===== config.mk =====
export PLATFORM = sky130hd
export DESIGN_NAME = ocd_top
export DESIGN_NICKNAME = d
export VERILOG_FILES = /design/src/design/ocd_int_divider.v /design/src/design/ocd_top.v
export VERILOG_INCLUDE_DIRS = /design/src /design/src/design
export SDC_FILE = /design/constraint.sdc
export NUM_CORES = 1
export LEC_CHECK = 0
export BUFFER_PORTS_ARGS = -buffer_cell sky130_fd_sc_hd__buf_2
export CELL_PAD_IN_SITES_DETAIL_PLACEMENT = 2
export CELL_PAD_IN_SITES_GLOBAL_PLACEMENT = 2
export CORE_MARGIN = 2
export CORE_UTILIZATION = 45
export CTS_CLUSTER_DIAMETER = 150
export DETAILED_ROUTE_END_ITERATION = 8
export PLACE_DENSITY_LB_ADDON = 0.05
export SLEW_MARGIN = 10
export SYNTH_ARGS = -nofsm -noshare
export SYNTH_HDL_FRONTEND = slang
export SYNTH_SLANG_ARGS = --single-unit

===== constraint.sdc =====
create_clock -name sys_clk -period 28.8 [get_ports sys_clk]
set_input_delay 1.44 -clock sys_clk [delete_from_list [all_inputs] [get_ports sys_clk]]
set_output_delay 1.44 -clock sys_clk [all_outputs]
set_load 0.03 [all_outputs]

===== src/design/ocd_map.vh =====
`ifndef OCD_MAP_VH
`define OCD_MAP_VH

// Register indices; byte address is four times the index
`define OCD_IDX_REF_ROUTE   10'h019
`define OCD_IDX_PRESCALER   10'h02f
`define OCD_IDX_CHANNEL_DIVIDE_RATIO     10'h038
`define OCD_IDX_CH1_SE      10'h03b
`define OCD_IDX_CH1_SLEW    10'h03c
`define OCD_IDX_CH2_DIV     10'h03e
`define OCD_IDX_CH3_DIV     10'h043
`define OCD_IDX_CH4_DIV     10'h048
`define OCD_IDX_CH4_SE      10'h04b
`define OCD_IDX_CH4_SLEW    10'h04c
`define OCD_IDX_OUTPUT_ZERO_EN     10'h04e
`define OCD_IDX_OUTPUT_ZERO_SLEW   10'h04f
`define OCD_IDX_DIST_CTRL   10'h050
`define OCD_IDX_STATUS      10'h051

// Reset value of every writable register
`define OCD_REG_RESET       16'h0000

// Field positions
`define OCD_PSB_LSB         5
`define OCD_PSA_LSB         3
`define OCD_DIV_MSB         13
`define OCD_SEL_LSB         14
`define OCD_BYPASS_LSB      11
`define OCD_OUTPUT_ZERO_ROUTE_BIT  10
`define OCD_OUTPUT_ZERO_SRC_BIT    9
`define OCD_OUTPUT_ZERO_BUF_BIT    12
`define OCD_SE_EN_HI_BIT    14
`define OCD_SE_EN_LO_BIT    13
`define OCD_SE_POL_HI_BIT   12
`define OCD_SE_POL_LO_BIT   11
`define OCD_HCSL_LSB        0
`define OCD_LVDS_LSB        4
`define OCD_DETECT_LSB      8
`define OCD_SAFETY_BIT      12
`define OCD_SYNC_BIT        13

// Prescaler ratio codes and terminal counts
`define OCD_PS_DIV4         2'h0
`define OCD_PS_DIV5         2'h1
`define OCD_PS_DIV6         2'h2
`define OCD_PS_LAST4        3'h3
`define OCD_PS_LAST5        3'h4
`define OCD_PS_LAST6        3'h5

// Channel source selector codes
`define OCD_SRC_PSA         2'h0
`define OCD_SRC_PSB         2'h1
`define OCD_SRC_REF         2'h2
`define OCD_SRC_OFF         2'h3

`endif


===== src/design/ocd_int_divider.v =====
`timescale 1ns/1ps
`include "ocd_map.vh"

module ocd_int_divider (
  // Clock and reset
  input  wire        sys_clk,
  input  wire        reset,
  // Source tick and control
  input  wire        srcTick,
  input  wire [13:0] ratio,
  input  wire        holdSync,
  // Divided clock level
  output wire        divClk
);

  reg  [13:0] pos_ff;
  reg  [13:0] nxt_pos;
  reg  [13:0] ratio_ff;
  reg  [13:0] nxt_ratio;
  reg         out_ff;
  reg         nxt_out;
  wire [13:0] curRatio;
  wire [13:0] effRatio;
  wire [13:0] highLen;

  // New ratio only takes hold at a period start, so no high phase is cut short
  assign curRatio = (pos_ff == 14'h0000) ? ratio : ratio_ff;
  assign effRatio = (curRatio == 14'h0000) ? 14'h0001 : curRatio;
  assign highLen  = {1'b0, effRatio[13:1]} + {13'h0000, effRatio[0]};
  assign divClk   = out_ff;

  // Position within the period; ratio one degenerates to a pulse per tick
  always @*
  begin
    nxt_pos   = pos_ff;
    nxt_ratio = ratio_ff;
    nxt_out   = out_ff;
    if (holdSync)
    begin
      nxt_pos = 14'h0000;
      nxt_out = 1'b0;
    end
    else if (srcTick)
    begin
      nxt_ratio = curRatio;
      nxt_out   = (pos_ff < highLen);
      if (pos_ff >= effRatio - 14'h0001)
        nxt_pos = 14'h0000;
      else
        nxt_pos = pos_ff + 14'h0001;
    end
    else if (effRatio == 14'h0001)
    begin
      nxt_out = 1'b0;
    end
  end

  // State registers
  always @(posedge sys_clk or posedge reset)
  begin
    if (reset)
    begin
      pos_ff   <= 14'h0000;
      ratio_ff <= 14'h0000;
      out_ff   <= 1'b0;
    end
    else
    begin
      pos_ff   <= nxt_pos;
      ratio_ff <= nxt_ratio;
      out_ff   <= nxt_out;
    end
  end

endmodule // ocd_int_divider


===== src/design/ocd_top.v =====
// The APB interface to the registers was chosen for this implementation.
`timescale 1ns/1ps
`include "ocd_map.vh"

module ocd_top (
  // Clock and reset
  input  wire        sys_clk,
  input  wire        reset,
  // APB slave
  input  wire [11:0] paddr,
  input  wire        psel,
  input  wire        penable,
  input  wire        pwrite,
  input  wire [31:0] pwdata,
  output wire [31:0] prdata,
  output wire        pready,
  output wire        pslverr,
  // Clock sources
  input  wire        vcoTick,
  input  wire        refClkPin,
  input  wire        pfdClkPin,
  // Output zero
  output wire        outZeroClk,
  output wire [3:0]  outZeroSlewSetting,
  // Differential channel outputs
  output wire [3:0]  chDiffClk,
  output wire [3:0]  chHcslEnable,
  output wire [3:0]  chLvdsEnable,
  // Single-ended pins of channels 1 and 4
  output wire        ch1PinP,
  output wire        ch1PinN,
  output wire        ch4PinP,
  output wire        ch4PinN,
  output wire [3:0]  ch1SlewSetting,
  output wire [3:0]  ch4SlewSetting,
  // Supply settings
  output wire [3:0]  chSupplyDetect,
  output wire        safetyLowVoltage
);

  // Register file
  reg  [15:0] refRoute_ff;
  reg  [15:0] prescaler_ff;
  reg  [15:0] ch1Div_ff;
  reg  [15:0] ch1Se_ff;
  reg  [15:0] ch1Slew_ff;
  reg  [15:0] ch2Div_ff;
  reg  [15:0] ch3Div_ff;
  reg  [15:0] ch4Div_ff;
  reg  [15:0] ch4Se_ff;
  reg  [15:0] ch4Slew_ff;
  reg  [15:0] out0En_ff;
  reg  [15:0] out0Slew_ff;
  reg  [15:0] distCtrl_ff;

  // Bus answer registers
  reg  [31:0] prdata_ff;
  reg  [31:0] nxt_prdata;
  reg         pready_ff;
  reg         pslverr_ff;
  reg         nxt_pslverr;
  reg         hit;

  // Clock input conditioning
  reg  [2:0]  refSync_ff;
  reg  [2:0]  pfdSync_ff;
  reg         refLvl_ff;
  reg         pfdLvl_ff;
  reg         refLvlDly_ff;

  // Prescalers
  reg  [2:0]  psaCnt_ff;
  reg  [2:0]  psbCnt_ff;
  reg         psaTick_ff;
  reg         psbTick_ff;

  // Output registers
  reg         outZero_ff;
  reg  [3:0]  chClk_ff;
  reg  [3:0]  chDiff_ff;
  reg         ch1P_ff;
  reg         ch1N_ff;
  reg         ch4P_ff;
  reg         ch4N_ff;

  wire [9:0]  regIdx;
  wire        setupPhase;
  wire        wrEn;
  wire        refTick;
  wire [63:0] chCtrl;
  wire [3:0]  divClk;
  wire [3:0]  chLevel;
  wire [2:0]  psaLast;
  wire [2:0]  psbLast;
  wire        psaRun;
  wire        psbRun;

  assign regIdx     = paddr[11:2];
  assign setupPhase = psel & ~penable;
  assign wrEn       = psel & penable & pready_ff & pwrite & ~pslverr_ff;

  // Read decode in setup phase; answer lands with one wait-free access phase
  always @*
  begin
    hit        = 1'b1;
    nxt_prdata = 32'h0000_0000;
    case (regIdx)
      `OCD_IDX_REF_ROUTE: nxt_prdata[15:0] = refRoute_ff;
      `OCD_IDX_PRESCALER: nxt_prdata[15:0] = prescaler_ff;
      `OCD_IDX_CHANNEL_DIVIDE_RATIO:   nxt_prdata[15:0] = ch1Div_ff;
      `OCD_IDX_CH1_SE:    nxt_prdata[15:0] = ch1Se_ff;
      `OCD_IDX_CH1_SLEW:  nxt_prdata[15:0] = ch1Slew_ff;
      `OCD_IDX_CH2_DIV:   nxt_prdata[15:0] = ch2Div_ff;
      `OCD_IDX_CH3_DIV:   nxt_prdata[15:0] = ch3Div_ff;
      `OCD_IDX_CH4_DIV:   nxt_prdata[15:0] = ch4Div_ff;
      `OCD_IDX_CH4_SE:    nxt_prdata[15:0] = ch4Se_ff;
      `OCD_IDX_CH4_SLEW:  nxt_prdata[15:0] = ch4Slew_ff;
      `OCD_IDX_OUTPUT_ZERO_EN:   nxt_prdata[15:0] = out0En_ff;
      `OCD_IDX_OUTPUT_ZERO_SLEW: nxt_prdata[15:0] = out0Slew_ff;
      `OCD_IDX_DIST_CTRL: nxt_prdata[15:0] = distCtrl_ff;
      `OCD_IDX_STATUS:    nxt_prdata[15:0] = {6'h00, refLvl_ff, outZero_ff, chDiff_ff, chClk_ff};
      default:            hit = 1'b0;
    endcase
    if (!hit || pwrite)
      nxt_prdata = 32'h0000_0000;
    nxt_pslverr = ~hit | (paddr[1:0] != 2'h0);
  end

  // Bus handshake; status register ignores writes without an error
  always @(posedge sys_clk or posedge reset)
  begin
    if (reset)
    begin
      pready_ff  <= 1'b0;
      pslverr_ff <= 1'b0;
      prdata_ff  <= 32'h0000_0000;
    end
    else
    begin
      pready_ff  <= setupPhase;
      pslverr_ff <= setupPhase & nxt_pslverr;
      prdata_ff  <= setupPhase ? nxt_prdata : 32'h0000_0000;
    end
  end

  // Register writes; only the low sixteen data bits are stored
  always @(posedge sys_clk or posedge reset)
  begin
    if (reset)
    begin
      refRoute_ff  <= `OCD_REG_RESET;
      prescaler_ff <= `OCD_REG_RESET;
      ch1Div_ff    <= `OCD_REG_RESET;
      ch1Se_ff     <= `OCD_REG_RESET;
      ch1Slew_ff   <= `OCD_REG_RESET;
      ch2Div_ff    <= `OCD_REG_RESET;
      ch3Div_ff    <= `OCD_REG_RESET;
      ch4Div_ff    <= `OCD_REG_RESET;
      ch4Se_ff     <= `OCD_REG_RESET;
      ch4Slew_ff   <= `OCD_REG_RESET;
      out0En_ff    <= `OCD_REG_RESET;
      out0Slew_ff  <= `OCD_REG_RESET;
      distCtrl_ff  <= `OCD_REG_RESET;
    end
    else if (wrEn)
    begin
      case (regIdx)
        `OCD_IDX_REF_ROUTE: refRoute_ff  <= pwdata[15:0];
        `OCD_IDX_PRESCALER: prescaler_ff <= pwdata[15:0];
        `OCD_IDX_CHANNEL_DIVIDE_RATIO:   ch1Div_ff    <= pwdata[15:0];
        `OCD_IDX_CH1_SE:    ch1Se_ff     <= pwdata[15:0];
        `OCD_IDX_CH1_SLEW:  ch1Slew_ff   <= pwdata[15:0];
        `OCD_IDX_CH2_DIV:   ch2Div_ff    <= pwdata[15:0];
        `OCD_IDX_CH3_DIV:   ch3Div_ff    <= pwdata[15:0];
        `OCD_IDX_CH4_DIV:   ch4Div_ff    <= pwdata[15:0];
        `OCD_IDX_CH4_SE:    ch4Se_ff     <= pwdata[15:0];
        `OCD_IDX_CH4_SLEW:  ch4Slew_ff   <= pwdata[15:0];
        `OCD_IDX_OUTPUT_ZERO_EN:   out0En_ff    <= pwdata[15:0];
        `OCD_IDX_OUTPUT_ZERO_SLEW: out0Slew_ff  <= pwdata[15:0];
        `OCD_IDX_DIST_CTRL: distCtrl_ff  <= pwdata[15:0];
        default:            distCtrl_ff  <= distCtrl_ff;
      endcase
    end
  end

  // Pin clocks pass three stages; a level counts once stages two and three agree
  always @(posedge sys_clk or posedge reset)
  begin
    if (reset)
    begin
      refSync_ff   <= 3'h0;
      pfdSync_ff   <= 3'h0;
      refLvl_ff    <= 1'b0;
      pfdLvl_ff    <= 1'b0;
      refLvlDly_ff <= 1'b0;
    end
    else
    begin
      refSync_ff   <= {refSync_ff[1:0], refClkPin};
      pfdSync_ff   <= {pfdSync_ff[1:0], pfdClkPin};
      refLvl_ff    <= (refSync_ff[1] == refSync_ff[2]) ? refSync_ff[2] : refLvl_ff;
      pfdLvl_ff    <= (pfdSync_ff[1] == pfdSync_ff[2]) ? pfdSync_ff[2] : pfdLvl_ff;
      refLvlDly_ff <= refLvl_ff;
    end
  end

  // Reference rising edge is the divider tick when reference is the source
  assign refTick = refLvl_ff & ~refLvlDly_ff;

  // Ratio code to terminal count; the spare code stops the prescaler
  function [2:0] psLast;
    input [1:0] code;
    begin
      case (code)
        `OCD_PS_DIV4: psLast = `OCD_PS_LAST4;
        `OCD_PS_DIV5: psLast = `OCD_PS_LAST5;
        `OCD_PS_DIV6: psLast = `OCD_PS_LAST6;
        default:      psLast = 3'h0;
      endcase
    end
  endfunction

  assign psaLast = psLast(prescaler_ff[`OCD_PSA_LSB +: 2]);
  assign psbLast = psLast(prescaler_ff[`OCD_PSB_LSB +: 2]);
  assign psaRun  = (psaLast != 3'h0);
  assign psbRun  = (psbLast != 3'h0);

  // Two independent prescalers count VCO ticks, one tick out per period
  always @(posedge sys_clk or posedge reset)
  begin
    if (reset)
    begin
      psaCnt_ff  <= 3'h0;
      psbCnt_ff  <= 3'h0;
      psaTick_ff <= 1'b0;
      psbTick_ff <= 1'b0;
    end
    else
    begin
      psaTick_ff <= psaRun & vcoTick & (psaCnt_ff == 3'h0);
      psbTick_ff <= psbRun & vcoTick & (psbCnt_ff == 3'h0);
      if (!psaRun)
        psaCnt_ff <= 3'h0;
      else if (vcoTick)
        psaCnt_ff <= (psaCnt_ff >= psaLast) ? 3'h0 : psaCnt_ff + 3'h1;
      if (!psbRun)
        psbCnt_ff <= 3'h0;
      else if (vcoTick)
        psbCnt_ff <= (psbCnt_ff >= psbLast) ? 3'h0 : psbCnt_ff + 3'h1;
    end
  end

  assign chCtrl = {ch4Div_ff, ch3Div_ff, ch2Div_ff, ch1Div_ff};

  // One divider per channel, fed by its own source selector
  genvar gi;
  generate
    for (gi = 0; gi < 4; gi = gi + 1)
    begin : gChan
      wire [1:0] srcSel;
      wire       srcTick;
      wire       bypass;

      assign srcSel  = chCtrl[16*gi+`OCD_SEL_LSB +: 2];
      assign srcTick = (srcSel == `OCD_SRC_PSA) ? psaTick_ff :
                       (srcSel == `OCD_SRC_PSB) ? psbTick_ff :
                       (srcSel == `OCD_SRC_REF) ? refTick : 1'b0;
      assign bypass  = refRoute_ff[`OCD_BYPASS_LSB+gi];

      ocd_int_divider uDiv (
        .sys_clk  (sys_clk),
        .reset    (reset),
        .srcTick  (srcTick),
        .ratio    (chCtrl[16*gi +: 14]),
        .holdSync (distCtrl_ff[`OCD_SYNC_BIT]),
        .divClk   (divClk[gi])
      );

      // Bypass hands the reference straight out; code three silences the channel
      assign chLevel[gi] = bypass ? refLvl_ff :
                           (srcSel == `OCD_SRC_OFF) ? 1'b0 : divClk[gi];
    end
  endgenerate

  // Output stage; everything leaving the block is a flop
  always @(posedge sys_clk or posedge reset)
  begin
    if (reset)
    begin
      outZero_ff <= 1'b0;
      chClk_ff   <= 4'h0;
      chDiff_ff  <= 4'h0;
      ch1P_ff    <= 1'b0;
      ch1N_ff    <= 1'b0;
      ch4P_ff    <= 1'b0;
      ch4N_ff    <= 1'b0;
    end
    else
    begin
      // Output zero needs both routing and its own buffer enable
      outZero_ff <= refRoute_ff[`OCD_OUTPUT_ZERO_ROUTE_BIT]
                    & out0En_ff[`OCD_OUTPUT_ZERO_BUF_BIT]
                    & (refRoute_ff[`OCD_OUTPUT_ZERO_SRC_BIT] ? refLvl_ff : pfdLvl_ff);
      chClk_ff   <= chLevel;
      // Differential copy runs whenever either differential buffer is on
      chDiff_ff  <= chLevel & (distCtrl_ff[`OCD_HCSL_LSB +: 4]
                               | distCtrl_ff[`OCD_LVDS_LSB +: 4]);
      // Channel 4 mirrors channel 1: high enable bit serves P there, N here
      ch1N_ff <= ch1Se_ff[`OCD_SE_EN_HI_BIT]
                 & (chLevel[0] ^ ch1Se_ff[`OCD_SE_POL_HI_BIT]);
      ch1P_ff <= ch1Se_ff[`OCD_SE_EN_LO_BIT]
                 & (chLevel[0] ^ ch1Se_ff[`OCD_SE_POL_LO_BIT]);
      ch4P_ff <= ch4Se_ff[`OCD_SE_EN_HI_BIT]
                 & (chLevel[3] ^ ch4Se_ff[`OCD_SE_POL_HI_BIT]);
      ch4N_ff <= ch4Se_ff[`OCD_SE_EN_LO_BIT]
                 & (chLevel[3] ^ ch4Se_ff[`OCD_SE_POL_LO_BIT]);
    end
  end

  // Port assignments; setting outputs come straight from register flops
  assign prdata             = prdata_ff;
  assign pready             = pready_ff;
  assign pslverr            = pslverr_ff;
  assign outZeroClk         = outZero_ff;
  assign outZeroSlewSetting = out0Slew_ff[3:0];
  assign chDiffClk          = chDiff_ff;
  assign chHcslEnable       = distCtrl_ff[`OCD_HCSL_LSB +: 4];
  assign chLvdsEnable       = distCtrl_ff[`OCD_LVDS_LSB +: 4];
  assign ch1PinP            = ch1P_ff;
  assign ch1PinN            = ch1N_ff;
  assign ch4PinP            = ch4P_ff;
  assign ch4PinN            = ch4N_ff;
  assign ch1SlewSetting     = ch1Slew_ff[3:0];
  assign ch4SlewSetting     = ch4Slew_ff[3:0];
  assign chSupplyDetect     = distCtrl_ff[`OCD_DETECT_LSB +: 4];
  assign safetyLowVoltage   = distCtrl_ff[`OCD_SAFETY_BIT];

endmodule // ocd_top


# Word level (Yosys, flattened, before mapping)
# Index checks and enable logic that the tools add are counted.
[classes]
addsub = 14
magnitude_cmp = 10
eq_ne = 38
muxes = 65
n_bitwise = 29
n_reduce_logical = 47
[op_table]
columns = ["op", "count"]
rows = [
  ["2-to-1 mux 14 bit", 20],
  ["one-hot mux 16 bit (14 select lines)", 1],
  ["logical NOT 14 bit", 8],
  ["== test 10 x 7 -> 1 bit (second input constant)", 8],
  ["adder 13 x 1 -> 14 bit", 4],
  ["adder 14 x 1 -> 14 bit (second input constant)", 4],
  ["== test 14 x 1 -> 1 bit (second input constant)", 4],
  [">= comparator 14 bit", 4],
  ["< comparator 14 bit", 4],
  ["subtractor 14 x 1 -> 14 bit (second input constant)", 4],
  ["== test 10 x 6 -> 1 bit (second input constant)", 5],
  ["2-to-1 mux 1 bit", 34],
  ["AND reduction 2 bit", 17],
  ["2-to-1 mux 32 bit", 1],
  ["== test 2 bit (second input constant)", 10],
  ["2-to-1 mux 3 bit", 6],
  ["one-hot mux 3 bit (3 select lines)", 2],
  ["nonzero test 3 bit", 6],
  ["AND 1 bit", 17],
  ["2-to-1 mux 16 bit", 1],
  ["OR reduction 14 bit", 1],
  ["== test 2 x 1 -> 1 bit (second input constant)", 6],
  ["logical NOT 2 bit", 6],
  ["== test 10 x 5 -> 1 bit (second input constant)", 1],
  ["other kinds (13)", 29],
]
[word_totals]
reg_bits = 388
in_bits = 52

# Logic depth before layout (Yosys ltp)
# Gate-level depths: netlist of run 1.
[logic_depth]
word_depth = 9
mapped_depth = 25
mapped_depth_nobuf = 21

# Modules after synthesis
# A second synthesis of run 1 with hierarchy kept.
[unflattened]
hier_cells = 2438
hier_area_um2 = 25141.6
[by_module_without_submodules]
columns = ["module", "n_inst", "cells_per_inst", "area_each_um2", "seq_area_each_um2"]
rows = [
  ["ocd_top", 1, 988, 12493.2, 6406.1],
  ["ocd_int_divider (gChan[0].uDiv ...)", 3, 365, 3180.6, 725.7],
  ["ocd_int_divider (gChan[1].uDiv)", 1, 355, 3106.7, 725.7],
]

# Worst setup path before layout of run 1
# OpenSTA, ideal clock, no wires.
[synth_path]
path_type = "register to register"
start = "reg gChan[1].uDiv.pos_ff[0]"
end = "reg gChan[1].uDiv.pos_ff[2]"
setup_time_ns = 0.082
arrival_ns = 4.515
setup_slack_ns = 24.203
path_stages_with_launch = 22
n_path_buf = 3
cell_sequence = "dfrtp_1 -> inv_1 -> ha_1 -> nor3b_1 -> nand4_2 -> buf_4 -> buf_2 -> mux2i_1 -> nand2_1 -> and2_1 -> ha_1 -> nor2b_1 -> nand2_1 -> nor2_1 -> xor2_1 -> ha_1 -> a21o_1 -> a2111oi_4 -> a21boi_1 -> buf_4 -> a21oi_1 -> a31oi_1"
[synth_via]
elab_chain_cells = 9
word_cells_on_any_way = 10
cone_classes = "add/sub (2); order compare (1); mux (5); reduce/logical (2)"
[synth_rtl]
columns = ["element", "line", "source"]
rows = [
  ["from (decl)", "ocd_int_divider.v:16", "reg [13:0] pos_ff;"],
  ["from (signal assigned)", "ocd_int_divider.v:69", "pos_ff <= nxt_pos;"],
  ["logical NOT 14 bit", "ocd_int_divider.v:27", "assign curRatio = (pos_ff == 14'h0000) ? ratio : ratio_ff;"],
  ["2-to-1 mux 14 bit", "ocd_int_divider.v:27", ""],
  ["logical NOT 14 bit", "ocd_int_divider.v:28", "assign effRatio = (curRatio == 14'h0000) ? 14'h0001 : curRatio;"],
  ["2-to-1 mux 14 bit", "ocd_int_divider.v:28", ""],
  ["subtractor 14 x 1 -> 14 bit", "ocd_int_divider.v:47", "if (pos_ff >= effRatio - 14'h0001)"],
  [">= comparator 14 bit", "ocd_int_divider.v:47", ""],
  ["2-to-1 mux 14 bit (*)", "ocd_int_divider.v:47", ""],
  ["2-to-1 mux 14 bit (*)", "ocd_int_divider.v:43", "else if (srcTick)"],
  ["2-to-1 mux 14 bit (*)", "ocd_int_divider.v:38", "if (holdSync)"],
]
# Every way passes the cells marked *; elsewhere a longest branch is shown, timed or not. The select of a mux whose other input is x is not followed.
# A chain may end at the register's enable or synchronous reset.

# Worst setup path in the final report of run 1
[layout_path]
start = "reg gChan[0].uDiv.pos_ff[0]"
end = "reg gChan[0].uDiv.pos_ff[5]"
[layout_via]
elab_chain_cells = 9
word_cells_on_any_way = 10
cone_classes = "add/sub (2); order compare (1); mux (5); reduce/logical (2)"
[layout_rtl]
columns = ["element", "line"]
rows = [
  ["from (decl)", "ocd_int_divider.v:16"],
  ["from (signal assigned)", "ocd_int_divider.v:69"],
  ["logical NOT 14 bit", "ocd_int_divider.v:27"],
  ["2-to-1 mux 14 bit", "ocd_int_divider.v:27"],
  ["logical NOT 14 bit", "ocd_int_divider.v:28"],
  ["2-to-1 mux 14 bit", "ocd_int_divider.v:28"],
  ["subtractor 14 x 1 -> 14 bit", "ocd_int_divider.v:47"],
  [">= comparator 14 bit", "ocd_int_divider.v:47"],
  ["2-to-1 mux 14 bit (*)", "ocd_int_divider.v:47"],
  ["2-to-1 mux 14 bit (*)", "ocd_int_divider.v:43"],
  ["2-to-1 mux 14 bit (*)", "ocd_int_divider.v:38"],
]
# Marked as above.

==> impl_results.md, run 1 <==
- Post-synthesis cell type count: 95
- CTS resizes: 0
- Most frequent cell after synthesis: dfrtp_1
- GRT overflow: 0
- Routed vias: 18,700
- Number of global-route vias before repair: 21,000
- Clock Sinks: 372
- Setup Buffers After CTS: 0
- Largest net degree at the start of global routing: 171
- Fmax: 170 MHz
- Vias per Instance: 6.25
- LEAKAGE: 12.0 nW
- Yosys top cell by area: dfrtp_1
- WP data arrival: 6.41 ns
- Worst slew pin tran: 1.30 ns
- DP Worst Slack: 22.89 ns
- Clock H-tree levels: 2
- Crit. End Element: flip-flop
- Critical path class: reg -> reg
- Synth top area share: 39.8%
- First-pass GRT wire length: 129,000 um
- Fin Clk Skew: 0.0204 ns
- Core area: 51,400 um^2
- Status: completed
- Clock slew at reported path FFs: 0.06 ns
- Total power: 1.24 mW
- RSZ-0062 raised after global routing: false
- Initial core utilization: 45.5%
- Synthesized cell area: 23,400 um^2
- Register area share after synthesis: 39.8%
- WL/cell: 27.8 um
- Fin. max-slew vios: 0
- Fin util: 49.9%
- Top cells by area, synth: dfrtp_1, mux2_2, ha_1
- EDFF count, synth: 0
- Nets: 2,478
- Initial antenna violation count: 2
- Placed cell count: 2,917
- Clk_lat worst skew: 0.60 ns
- DRC Markers: 0
- Top delay family on crit path: compound AO/OA/AOI/OAI gates
- CTS tree: built
- Final setup viols: 0
- Total GRT Usage: 31.2%
- Share of post-route cells with drive strength above 1: 21.5%
- Die Y: 232 um
- Worst hold path type: reg -> reg
- Data required time of the worst path: 29.31 ns
- DIE WIDTH: 232 um
- Placer Congestion: 0.860
- DP Area: 24,100 um^2
- Top Ports: 120
- Min Tclk post-route: 5.89 ns
- Most frequent cell on the critical path: ha_1
- Critical Path Slowest Stage Cell: a21boi_1
- Post-Route WL: 83,400 um
- Total number of yosys warnings: 0
- Slew Limit Headroom: 13.5%
- Hold_buf cts: 0
- PwrDens: 48.2 nW/um^2
- Crit path cell chain: inv_1 -> ha_1 -> nor3b_1 -> and4_1 -> buf_4 -> mux2i_1 -> nand2_1 -> nand2_1 -> inv_1 -> ha_1 -> o21ai_0 -> nor2_1 -> xor2_1 -> mux2i_1 -> ha_1 -> a21o_1 -> a2111oi_4 -> a21boi_1 -> o21ai_0 -> a31oi_1
- Crit start category: flip-flop
- Slowest cell delay on critical path: 0.88 ns
- Dominant synthesized flop cell: dfrtp_1
- Period utilization: 20.5%
- Clock root buffer: clkbuf_16
- Remaining antenna violation count: 0
- Buffers and inverters on the worst path: 3
- Port Buffers: 87
- Clock Path Buffers: 3
- Final Cell Area: 25,700 um^2
- Die area: 53,800 um^2
- Worst hold slack: 0.353 ns
- TritonCTS buffer count: 45
- Slack of the critical path: 22.91 ns
- Hold Fails Final Rpt: 0
- Placement Rows: 83
- Drt first pass iters: 5
- Synthesized area per cell: 10.3 um^2
- Post-synth ARST share: 100%
- Largest regs: gChan.uDiv.pos_ff: 56 flops, gChan.uDiv.ratio_ff: 56 flops
- Worst Path Max Fanout: 25
- Detailed placement HPWL: 58,400 um
- Syn-to-layout area delta: 9.62%
- Non-Filler Instances: 3,000
- Post-Synthesis Cells: 2,265
- Max VDD drop: 0.0000449 V
- Setup_tns: 0 ns
- Max-Cap Viols: 0
- Flops & latches, synth: 372
- Initial DRC Count: 1,131
- Post-synth top cells: dfrtp_1, mux2_2, nand2_1
==> worst register-to-register path: cells and delay by family (launching register included) <==
family / cells / cell delay [ns]
adder cells (fa/ha/maj): 3 / 0.75
AO/OA/AOI/OAI: 6 / 2.45
AND/OR/NAND/NOR: 5 / 0.82
flip-flops: 1 / 0.44
buffers and inverters: 3 / 0.57
XOR/XNOR: 1 / 0.17
multiplexers: 2 / 0.64
==> final timing paths <==
path / slack (ns) / start / cells after the start / to
setup / recovery: 22.91 / gChan[0].uDiv.pos_ff[0] / 20 / gChan[0].uDiv.pos_ff[5]
hold / removal: 0.35 / pfdSync_ff[0] / 0 / pfdSync_ff[1]
setup reg to reg: 22.91 / gChan[0].uDiv.pos_ff[0] / 20 / gChan[0].uDiv.pos_ff[5]
hold reg to reg: 0.35 / pfdSync_ff[0] / 0 / pfdSync_ff[1]
max in group asynchronous: 26.15 / reset / 3 / gChan[1].uDiv.pos_ff[1]
min in group asynchronous: 1.05 / reset / 2 / gChan[3].uDiv.pos_ff[4]
==> logic make-up after synthesis <==
logic type      Yosys count  synth area share [%]
compound gates          417                  12.3
flops                   372                  39.8
mux                     344                  16.3
fa+ha+maj               144                  7.68
xor+xnor                123                  4.60
other cells               1                0.0160
simple gates            660                  14.7
buf+inv                 204                  4.64
==> area by class of cell <==
| class | instances | area, um^2 |
|---|---|---|
| Fill cell | 5290 | 25800 |
| Multi-Input combinational cell | 1704 | 13100 |
| Sequential cell | 372 | 9310 |
| Clock buffer | 58 | 1270 |
| Tap cell | 680 | 851 |
| Timing Repair Buffer | 108 | 606 |
| Clock inverter | 24 | 320 |
| Inverter | 53 | 206 |
| Antenna cell | 1 | 2.50 |
==> metal layers <==
metal | vias up | global-route usage (%) | part of all wire [%]
met1 | 9881 | 38.9 | 42
met3 | 163 | 4.53 | 4.1
met2 | 434 | 54.5 | 50
li1 | 8264 | - | -
met5 | - | 0 | 0
met4 | 0 | 11.7 | 3.7
==> power breakdown <==
group	leakage, nW	internal [mW]	switching (mW)	total [mW]
registers	5.16	0.529	0.0107	0.540
clock network	0.774	0.374	0.249	0.623
logic	6.04	0.0199	0.0525	0.0724
==> layout by cell type, fill, tap and decap left out, types with 37 or more instances in the layout <==
master	n
mux2_2	256
xor2_1	59
a31oi_1	51
a22oi_1	37
nand2_1	179
nor2_1	136
a21oi_1	71
nor3_1	44
xnor2_1	64
inv_1	52
ha_1	142
nand3_1	69
o21ai_0	90
dfrtp_1	372
mux2i_1	81
buf_2	87
clkbuf_16	47
(Power assumes the default switching activity.)
==> run 2, diff against run 1 <==
Settings changed: ABC_AREA set to 1, CORE_UTILIZATION 45 to 33.
Clock period 28.8 ns to 5.3 ns, I/O delays scaled along.
==> run 2 against run 1 <==
Against the previous run: hold slack got worse by 0.086 ns; synthesized area up 0.57%; critical path depth up 5; total power rose to 9.7 times the previous value; register-to-register slack got worse by 22 ns; critical endpoint is now gChan[3].uDiv.pos_ff[7]; final area up 3.3%; die area increased by 36%; clock power rose to 5.4 times the previous value; worst setup slack worse by 22 ns; sequential power grew to 6.0 times the previous value; combinational power increased to 73 times the previous value; cell count rose by 40%; largest power group is now combinational cells.
==> impl_results.md, run 2 <==
- Initial antenna violation count: 3
- First-pass GRT wire length: 142,000 um
- Comb power frac: 44.4%
- Post-synthesis cell type count: 56
- Slew Limit Headroom: 17.9%
- Most frequent cell after synthesis: nand2_1
- Nets: 3,407
- Met2 WL: 42,600 um
- Min Tclk post-route: 4.89 ns
- Fin Clk Skew: 0.0505 ns
- Reg power frac: 27.2%
- Most frequent cells in the layout: nand2_1, o21ai_0, dfrtp_1
- Syn-to-layout area delta: 12.6%
- Synthesized cell area: 23,500 um^2
- DIE WIDTH: 271 um
- Flops & latches, synth: 372
- Worst hold path type: in -> reg
- Placer Congestion: 0.860
- Largest family of logic cells by synthesized area: simple AND/OR/NAND/NOR gates
- Synth Area in Simple Gates: 26.9%
- Wl on met1: 42,400 um
- Post-Route WL: 90,000 um
- P_sw: 5.27 mW
- DP Worst Slack: 0.304 ns
- Hold Fails Final Rpt: 0
- Largest net degree at the start of global routing: 115
- Top Ports: 120
- Post-Synth Adder-Cell Area: 7.63%
- Yosys top cell by area: dfrtp_1
- GRT overflow: 0
- Clock root buffer: clkbuf_16
- Fmax: 205 MHz
- Final Cell Area: 26,500 um^2
- Post-synth ARST share: 100%
- Final setup viols: 0
- RSZ-0062 raised after global routing: false
- EDFF count, synth: 0
- Post-synthesis mux area share: 0%
- Setup Buffers After CTS: 0
- Drt first pass iters: 5
- Top cells by area, synth: dfrtp_1, nand2_1, o21ai_0
- Vias per Instance: 5.22
- P_int: 6.70 mW
- Worst Path Max Fanout: 9
- CTS tree: built
- Period utilization: 92.2%
- Max-Cap Viols: 0
- Data required time of the worst path: 5.74 ns
- Initial DRC Count: 1,228
- Crit start category: flip-flop
- Synthesized area per cell: 7.45 um^2
- DP Area: 24,800 um^2
- Total GRT Usage: 24.6%
- WL/cell: 21.5 um
- Commonest non-fill, non-tap cell in the layout: nand2_1
- Crit. End Element: flip-flop
- Placement Rows: 97
- Status: completed
- Total number of yosys warnings: 0
- Largest regs: gChan.uDiv.pos_ff: 56 flops, gChan.uDiv.ratio_ff: 56 flops
- Slack of the critical path: 0.413 ns
- Clk_lat worst skew: 0.62 ns
- TritonCTS buffer count: 47
- Share of post-route cells with drive strength above 1: 10.1%
- Clock slew at reported path FFs: 0.07 ns
- Number of global-route vias before repair: 24,100
- Fin. max-slew vios: 0
- Clock network power share: 28.4%
- LEAKAGE: 12.8 nW
- Clock H-tree levels: 2
- PwrDens: 452 nW/um^2
- WP data arrival: 5.33 ns
- Remaining antenna violation count: 0
- Post-Synthesis Cells: 3,160
- Core area: 70,300 um^2
- Setup_tns: 0 ns
- Switching Share: 44.0%
- Max VDD drop: 0.000264 V
- DR top layer: met4
- DR WL met3: 2580 um
- Port Buffers: 87
- Die Y: 271 um
- Clock Sinks: 372
- Dominant synthesized flop cell: dfrtp_1
- Clock Path Buffers: 3
- Detailed placement HPWL: 66,700 um
- Compound-Gate Fraction of Synth Area: 12.9%
- Die area: 73,500 um^2
- Initial core utilization: 33.5%
- Post-synth top cells: nand2_1, o21ai_0, dfrtp_1
- Critical path class: reg -> reg
- XOR/XNOR Fraction of Synth Area: 3.39%
- DRC Markers: 0
- Worst slew pin tran: 1.23 ns
- Register area share after synthesis: 39.6%
- Routed vias: 21,900
- Synth top area share: 39.6%
[run 2: path summary, 6_finish.rpt]
kind,start,endpoint,slack (ns),cells after the start
worst max-delay path,gChan[3].uDiv.pos_ff[0],gChan[3].uDiv.pos_ff[7],0.41,25
worst min-delay path,pwrite,prdata[7],0.27,4
worst max register to register,gChan[3].uDiv.pos_ff[0],gChan[3].uDiv.pos_ff[7],0.41,25
worst min register to register,pfdSync_ff[0],pfdSync_ff[1],0.35,0
max in group asynchronous,reset,gChan[2].uDiv.pos_ff[4],3.51,4
min in group asynchronous,reset,out0Slew_ff[1],0.38,3
[run 2: layout make-up]
cell class,count,area (um^2)
timing repair inverter,1,7.51
timing repair buffer,144,908
sequential,372,9310
clock buffer,66,1360
clock inverter,19,255
multi-input combinational,2272,12100
inverter,375,1420
fill,8245,43800
tap,940,1180
antenna,1,2.50
[run 2: metal layers]
metal / vias up / track usage (%)
li1: 10300 / -
met1: 11100 / 33.5
met2: 292 / 41.4
met3: 114 / 2.54
met4: 0 / 6.82
met5: - / 0
[run 2: logic make-up (layout without fill, tap and decap cells)]
family          after synthesis  count (layout)
fa+ha+maj                   144             144
buf+inv                     531             605
other cells                   1              17
flops                       372             372
xor+xnor                     91              91
simple gates               1461            1461
compound gates              560             560
[run 2: timing repair]
action,CTS,global route
hold endpoints to repair,44,0
resized for setup,0,10
setup endpoints to repair,0,32
hold buffers,8,0
[run 2: worst max-delay path, stage by stage (launching register included)]
cell        delay, ns
dfrtp_1          0.42
inv_1            0.14
ha_1             0.21
nand3_1          0.09
nor2_1           0.31
nand2_1          0.21
nand2_1          0.11
nand2_1          0.14
nor2_1           0.18
nand2_1          0.12
nor2_1           0.19
nand2_2          0.17
nand2_1          0.13
inv_1            0.08
ha_1             0.18
inv_1            0.13
nor2_2           0.08
xor2_1           0.15
ha_1             0.29
nand2_1          0.08
nor4_1           0.46
nand2_1          0.10
nand3_1          0.26
clkinvlp_4       0.27
nand4_1          0.13
o21ai_0          0.11
[run 2: power groups by stage]
| stage | Clock (mW) | Sequential (mW) | Combinational [mW] |
|---|---|---|---|
| finish | 3.39 | 3.26 | 5.31 |
| global route | 3.59 | 3.29 | 6.12 |
| CTS | 3.49 | 3.26 | 5.39 |
| detailed placement | 0 | 3.31 | 5.34 |
| global placement | 0 | 3.29 | 5.04 |
| floorplan | 0 | 3.23 | 3.74 |
[run 2: per-stage QoR]
stage | utilization (%) | hold WS, ns | instances | total power [mW]
detailed placement | 35.2 | 0.336 | 4095 | 8.65
global placement | 35.2 | 0.334 | 4095 | 8.33
CTS | 37.6 | 0.232 | 4188 | 12.1
global route | 37.7 | 0.278 | 4189 | 13.0
floorplan | - | 0.296 | 3175 | 6.96
finish | 37.7 | 0.267 | 4190 | 12.0
